--- config.mk ---
export PLATFORM = sky130hd
export DESIGN_NAME = cmb_requester
export DESIGN_NICKNAME = d
export VERILOG_FILES = /design/src/common/cmb_pkg.sv /design/src/verilog/cmb_requester.sv
export SDC_FILE = /design/constraint.sdc
export NUM_CORES = 1
export LEC_CHECK = 0
export BUFFER_PORTS_ARGS = -buffer_cell sky130_fd_sc_hd__buf_4
export CAP_MARGIN = 30
export CORE_MARGIN = 1
export CORE_UTILIZATION = 40
export DETAILED_ROUTE_END_ITERATION = 10
export PLACE_DENSITY = 0.72
export SYNTH_ARGS = -nofsm -noshare
export SYNTH_HDL_FRONTEND = slang
export SYNTH_SLANG_ARGS = --single-unit
--- constraint.sdc ---
create_clock -name clock -period 2.34 [get_ports clock]
set_input_delay 0.234 -clock clock [delete_from_list [all_inputs] [get_ports clock]]
set_output_delay 0.234 -clock clock [all_outputs]
set_load 0.005 [all_outputs]
--- src/common/cmb_pkg.sv ---
// Constants shared by the memory bus requester
package cmb_pkg;
    localparam int addr_w = 17;
    localparam int data_w = 18;
    // Register map on the Avalon-MM slave (word offsets as byte addresses)
    localparam logic [3:0] reg_ctrl = 4'h0;
    localparam logic [3:0] reg_addr = 4'h4;
    localparam logic [3:0] reg_wdata = 4'h8;
    localparam logic [3:0] reg_rdata = 4'hc;
    localparam logic [3:0] reg_status = 4'h0;
    // Control word fields
    localparam int ctrl_start = 0;
    localparam int ctrl_mode_lo = 1;
    localparam int ctrl_mode_hi = 2;
    // Mode codes: bit0 read line, bit1 write line
    localparam logic [1:0] mode_rr = 2'h1;
    localparam logic [1:0] mode_cw = 2'h2;
    localparam logic [1:0] mode_rpw = 2'h3;
    localparam logic [1:0] mode_none = 2'h0;
    // Status word fields
    localparam int st_busy = 0;
    localparam int st_done = 1;
    localparam int st_parity = 2;
    // Timing
    localparam int clk_period_ns = 10;
    localparam int settle_ns = 50;
    localparam int settle_cyc = (settle_ns + clk_period_ns - 1) / clk_period_ns;
    localparam logic [31:0] zero_word = 32'h0;
endpackage

--- src/verilog/cmb_requester.sv ---
// Requester end of an asynchronous core memory bus, driven by software over Avalon-MM
// Functional notes
// Bank responds only on matching address bits 03-04
// Control lines active low, data low is one
// Requester drives five controls and 17-bit address
// 18-bit data plus optional parity bidirectional
// Read, write, both select three cycle modes
// Busy bank holds shared busy, blocks others
// Start only when busy clear, address, mode driven
// Request after 50 ns address/mode settling
// Bank latches, acknowledges address about 110 ns
// Address acknowledge raises busy, withdraws request
// Bank drops address acknowledge when request falls
// Read/restore data on bus after 150 ns
// Capture read data only on read-restart
// Read-restart never in clear/write cycles
// Read/restore rewrites via write-enable state
// After read capture, assert data-ack and release
// Data-ack removes bank data from bus
// Release-ack only after release and write-enable
// Drop release on release-ack; bank then drops
// Bank ends cycle by releasing busy
// In write modes, release means data placed
// Clear/write: data, 50 ns, then release
// Read/pause/write: pause until release, then write
// Unselected bank drives nothing
//
// The address map and the Avalon-MM interface to the registers are this design's own decisions.
`timescale 1ns/1ps
`default_nettype none
module cmb_requester (
    input wire logic clock, // 100 MHz clock
    input wire logic rst, // Synchronous reset, active high
    input wire logic [3:0] avs_address, // Byte address
    input wire logic avs_read, // Read strobe
    input wire logic avs_write, // Write strobe
    input wire logic [31:0] avs_writedata, // Write data
    output logic [31:0] avs_readdata, // Read data
    output logic avs_waitrequest, // Stall
    output logic [cmb_pkg::addr_w-1:0] mdl_out, // Address drive on the shared lines, low means one
    output logic [cmb_pkg::addr_w:0] mdl_oe_n, // Unused upper bit kept for data width
    input wire logic [cmb_pkg::data_w-1:0] mdl_in, // Data lines sensed, low means one
    output logic [cmb_pkg::data_w-1:0] data_out_n, // Write data drive, low means one
    output logic parity_out_n, // Parity drive, low means one
    output logic parity_oe_n, // Parity enable, low drives
    input wire logic parity_in_n, // Parity sensed
    output logic read_mode_line_n, // Read mode, active low
    output logic write_mode_line_n, // Write mode, active low
    output logic req_n, // Memory request, active low
    output logic data_ack_n, // Data acknowledge, active low
    output logic release_line_n, // Release, active low
    input wire logic busy_n, // Shared busy, active low
    input wire logic addr_ack_n, // Address acknowledge, active low
    input wire logic read_restart_n, // Read-restart, active low
    input wire logic release_accept_n // Release acknowledge, active low
);
    typedef enum logic [7:0] {
        cmb_idle = 8'h01,
        cmb_setup = 8'h02,
        cmb_req = 8'h04,
        cmb_wait_rd = 8'h08,
        cmb_wdata = 8'h10,
        cmb_rel = 8'h20,
        cmb_unrel = 8'h40,
        cmb_done = 8'h80
    } cmb_state_t;

    cmb_state_t state, next_state;
    logic [1:0] mode, next_mode;
    logic [cmb_pkg::addr_w-1:0] addr, next_addr;
    logic [cmb_pkg::data_w-1:0] wdata, next_wdata, rdata, next_rdata;
    logic wpar, next_wpar, rpar, next_rpar, done, next_done;
    logic [7:0] cnt, next_cnt;
    logic read_seen, next_read_seen;
    logic [31:0] rd_mux;
    logic rd_hold, next_rd_hold;
    logic [31:0] next_readdata;

    wire logic busy = !busy_n;
    wire logic aack = !addr_ack_n;
    wire logic rrst = !read_restart_n;
    wire logic racc = !release_accept_n;
    wire logic start_wr = avs_write && avs_address == cmb_pkg::reg_ctrl && avs_writedata[cmb_pkg::ctrl_start];
    wire logic [1:0] wr_mode = avs_writedata[cmb_pkg::ctrl_mode_hi:cmb_pkg::ctrl_mode_lo];

    // Reads take one wait state so registered data stands when waitrequest drops; a start while a cycle runs is dropped
    assign avs_waitrequest = avs_read && !rd_hold;

    always_comb begin
        rd_mux = cmb_pkg::zero_word;
        case (avs_address)
            cmb_pkg::reg_status: rd_mux = {29'h0, rpar, done, state != cmb_idle};
            cmb_pkg::reg_addr: rd_mux = {15'h0, addr};
            cmb_pkg::reg_wdata: rd_mux = {13'h0, wpar, wdata};
            cmb_pkg::reg_rdata: rd_mux = {13'h0, rpar, rdata};
            default: rd_mux = cmb_pkg::zero_word;
        endcase
        next_rd_hold = avs_read && !rd_hold;
        next_readdata = next_rd_hold ? rd_mux : avs_readdata;
    end

    always_ff @(posedge clock) begin
        if (rst) begin
            avs_readdata <= cmb_pkg::zero_word;
            rd_hold <= 1'b0;
        end else begin
            avs_readdata <= next_readdata;
            rd_hold <= next_rd_hold;
        end
    end

    always_comb begin
        next_state = state;
        next_mode = mode;
        next_addr = addr;
        next_wdata = wdata;
        next_wpar = wpar;
        next_rdata = rdata;
        next_rpar = rpar;
        next_done = done;
        next_cnt = cnt;
        next_read_seen = read_seen;
        if (avs_write && avs_address == cmb_pkg::reg_addr && state == cmb_idle) begin
            next_addr = avs_writedata[cmb_pkg::addr_w-1:0];
        end
        if (avs_write && avs_address == cmb_pkg::reg_wdata && state == cmb_idle) begin
            next_wdata = avs_writedata[cmb_pkg::data_w-1:0];
            next_wpar = avs_writedata[cmb_pkg::data_w];
        end
        case (state)
            cmb_idle: begin
                if (start_wr && wr_mode != cmb_pkg::mode_none) begin
                    next_mode = wr_mode;
                    next_done = 1'b0;
                    next_read_seen = 1'b0;
                    next_cnt = 8'h0;
                    next_state = cmb_setup;
                end
            end
            cmb_setup: begin
                // Hold off while any bank is busy, then let lines settle
                if (busy) begin
                    next_cnt = 8'h0;
                end else if (cnt >= 8'(cmb_pkg::settle_cyc)) begin
                    next_state = cmb_req;
                end else begin
                    next_cnt = cnt + 8'h1;
                end
            end
            cmb_req: begin
                if (aack) begin
                    next_cnt = 8'h0;
                    next_state = (mode == cmb_pkg::mode_cw) ? cmb_wdata : cmb_wait_rd;
                end
            end
            cmb_wait_rd: begin
                if (rrst) begin
                    next_rdata = ~mdl_in;
                    next_rpar = !parity_in_n;
                    next_read_seen = 1'b1;
                    next_cnt = 8'h0;
                    next_state = (mode == cmb_pkg::mode_rr) ? cmb_rel : cmb_wdata;
                end
            end
            cmb_wdata: begin
                if (cnt >= 8'(cmb_pkg::settle_cyc)) begin
                    next_state = cmb_rel;
                end else begin
                    next_cnt = cnt + 8'h1;
                end
            end
            cmb_rel: begin
                if (racc) begin
                    next_state = cmb_unrel;
                end
            end
            cmb_unrel: begin
                if (!racc) begin
                    next_state = cmb_done;
                end
            end
            cmb_done: begin
                if (!busy) begin
                    next_done = 1'b1;
                    next_state = cmb_idle;
                end
            end
            default: next_state = cmb_idle;
        endcase
    end

    always_ff @(posedge clock) begin
        if (rst) begin
            state <= cmb_idle;
            mode <= cmb_pkg::mode_none;
            addr <= '0;
            wdata <= '0;
            wpar <= 1'b0;
            rdata <= '0;
            rpar <= 1'b0;
            done <= 1'b0;
            cnt <= 8'h0;
            read_seen <= 1'b0;
        end else begin
            state <= next_state;
            mode <= next_mode;
            addr <= next_addr;
            wdata <= next_wdata;
            wpar <= next_wpar;
            rdata <= next_rdata;
            rpar <= next_rpar;
            done <= next_done;
            cnt <= next_cnt;
            read_seen <= next_read_seen;
        end
    end

    wire logic addr_phase = state == cmb_setup || state == cmb_req;
    wire logic data_phase = mode != cmb_pkg::mode_rr && (state == cmb_wdata || state == cmb_rel);
    wire logic in_cycle = state != cmb_idle && state != cmb_done;

    // Address and write data share the lines; ground means one
    assign mdl_out = ~addr;
    assign mdl_oe_n = {1'b1, {cmb_pkg::addr_w{!addr_phase}}};
    assign data_out_n = ~wdata;
    assign parity_out_n = !wpar;
    assign parity_oe_n = !data_phase;
    assign read_mode_line_n = !(in_cycle && mode[0]);
    assign write_mode_line_n = !(in_cycle && mode[1]);
    assign req_n = !(state == cmb_req);
    assign data_ack_n = !(read_seen && state != cmb_idle && state != cmb_done && state != cmb_wait_rd);
    assign release_line_n = !(state == cmb_rel);
endmodule // cmb_requester
`default_nettype wire

==> reports/metrics.yaml <==
place:
  gp_congestion: 0.870
  dpl.hpwl_um: 8730
  io_buffers: 128
  dpl_worst_slack_ns: 0.257
  place_area_um2: 5550
final_layout:
  layout_commonest_cell: "buf_4"
  drive_above_1_share_pct: 27.6
  syn_to_final_growth_pct: 28.8
  design_area_um2: 5880
  layout_common_cells: "buf_4 (146), dfxtp_1 (95), nor2_1 (91)"
  layout.nets: 709
  diodes: 0
critical_path:
  startpoint: "state[1]"
  end_kind: "primary output"
  crit_path_start_kind: "flop"
  path_class: "flop to primary output"
  reg2reg_from: "state[1]"
  r2r_end: "cnt[3]"
  cp.arrival_ns: 1.98
  rr_worst_depth: 6
  crit_required_ns: 2.11
  r2r_slack_ns: 0.14
  critPathMaxFanout: 11
hold_path:
  hold_depth: 2
  hold_end: "rdata[15]"
  hp-class: "primary input to flop"
  min_from: "mdl_in[15]"
yosys:
  synth-edff-count: 0
  synth-seq-cells: 95
  synth_area_um2: 4560
  synth_flop_cell: "dfxtp_1"
  synth_top_area_share_pct: 41.7
  postSynthCellCount: 536
  syn_avg_cell_area_um2: 8.51
  yosysSeqAreaShare_pct: 41.7
  synth_cell_types: 56
  synthArstFlopShare_pct: 0
  synth.area.top_cells: "dfxtp_1 (42%), mux2i_1 (8.6%), nor2_1 (7.6%)"
  synth_top_area_cell: "dfxtp_1"
  yosysWarnings: 0
grt:
  overflow: 0
  grt_antenna_before_repair: 0
  grt_max_degree: 51
  grt_pass1_wl_um: 19000
  grt_use_total_pct: 20.7
  grt_pass1_vias: 3784
die:
  core-area_um2: 11000
  pin_count: 156
  rows: 38
  start_util_pct: 41.5
  dieArea_um2: 11800
  die-height_um: 109
  die_w_um: 109
route:
  antenna_left: 0
  wl_per_cell_um: 15.5
  vias: 4122
  drt_pre_antenna_iters: 5
  viasPerCell: 5.23
  routed_wl_um: 12200
  drt_iter0_markers: 216
  remaining_drc_errors: 0
sta:
  hold_viol: 0
  max_clock_freq_ghz: 0.452
  period_share_pct: 94.6
  period_needed_ns: 2.21
  finalWorstSetupSlack_ns: 0.126
  fin_skew_ns: 0.00764
  drv_slew: 0
  tightestPinTransition_ns: 0.789
  fin_setup_tns_ns: 0
  max_slew_margin_pct: 47.4
  rsz0062_at_grt: "no"
  setup_viol: 0
  hold_slack_ns: 0.0702
cts:
  h-tree-depth: 3
  ctsHoldBuffers: 0
  cts_tree: "yes"
  cts_max_path_buffers: 2
  path_clk_slew_ns: 0.07
  cts.sinks: 95
  clkLatencyLatePin_ns: 0.33
  numCtsBuffers: 9
  cts-root-buf: "clkbuf_16"
flow_run:
  drv_cap: 0
run_status:
  status: "completed"
power:
  power_mw: 3.93
  powerDensity_nw_per_um2: 669
  p_leak_nw: 2.52
  ir_drop_mv: 0.336
[logic make-up after synthesis]
family / after synthesis / synth area share (%)
AOI/OAI and AO/OA: 122 / 18.3
xor gates and xnor gates: 3 / 0.576
adders and majority gates: 3 / 0.823
buffers and inverters: 108 / 12.1
DFF: 95 / 41.7
muxes: 39 / 8.56
other: 2 / 0.165
and+or+nand+nor: 164 / 17.7
[stage by stage]
stage / util, % / cells
6_report: 53.5 / 788
5_1_grt: 53.5 / 788
4_1_cts: 53.3 / 786
3_5_place_dp: 50.5 / 770
3_3_place_gp: 50.5 / 770
2_1_floorplan: - / 548
[registers in the layout, indices dropped and copies added (netlist names), 2 cells and up]
name	flops
addr	17
avs_readdata	19
cnt	8
mode	2
rdata	18
state	8
wdata	18
[worst max-delay path, cell delays in order, from the launching register on]
cell and delay, ns:
dfxtp_1 0.47, nor4_2 0.28, buf_4 0.19, nand2_1 0.07, nor3b_1 0.41, inv_1 0.08, buf_4 0.15
[synthesized netlist by cell type (2+ instances only)]
cell type and number:
nor4b_1 2, buf_6 3, nand4_1 3, xor2_1 3, o2111ai_1 2, and2_1 5
a22oi_1 21, nor4b_4 2, nor3_1 3, nor2b_1 2, mux2i_1 39, nand3_1 13
nand2b_1 2, a211oi_1 22, a21o_1 4, a21oi_1 43, nor2_1 92, buf_2 7
buf_1 2, nor4_2 4, o31a_1 2, inv_1 44, clkbuf_1 21, o21a_1 2
conb_1 2, nand2_1 23, dfxtp_1 95, nor3b_1 7, o21ai_0 7, ha_1 3
buf_4 31
[routing by layer]
| metal | track usage [%] | up-vias | share of wire, % |
|---|---|---|---|
| met5 | 0 | - | 0 |
| met1 | 26.6 | 1924 | 44 |
| li1 | - | 2016 | - |
| met4 | 5.79 | 0 | 1.1 |
| met3 | 6.28 | 11 | 7.5 |
| met2 | 33.6 | 171 | 47 |
[repair_timing]
| action | CTS | global route |
|---|---|---|
| buffers inserted | 0 | 2 |
| pin swaps | 0 | 1 |
| gates resized for setup | 1 | 1 |
| endpoints found under the setup margin | 3 | 3 |
| gates cloned | 0 | 0 |
[power breakdown]
part           internal (mW)  switching [mW]
sequential              1.66          0.0636
combinational          0.334           0.423
clock                  0.858           0.595
total                   2.85            1.08
[how the worst max path moves through the flow]
stage | to | slack [ns] | cells past startpoint
2_1_floorplan | state[0] | 0.51 | 5
3_3_place_gp | cnt[3] | 0.18 | 6
3_5_place_dp | cnt[3] | 0.26 | 6
4_1_cts | data_ack_n | 0.05 | 6
5_1_grt | cnt[3] | 0.02 | 6
6_report | release_line_n | 0.13 | 6
[final cells by class]
| cell class | instances | area, um^2 |
|---|---|---|
| clock buffers | 11 | 243 |
| clock inverters | 5 | 57.6 |
| fillers | 1011 | 5110 |
| inverters | 44 | 165 |
| multi-input cells | 345 | 2200 |
| flip-flops and latches | 95 | 1900 |
| well taps | 140 | 175 |
| repair buffers | 148 | 1140 |
No activity file was read; power rests on OpenSTA's default activity.
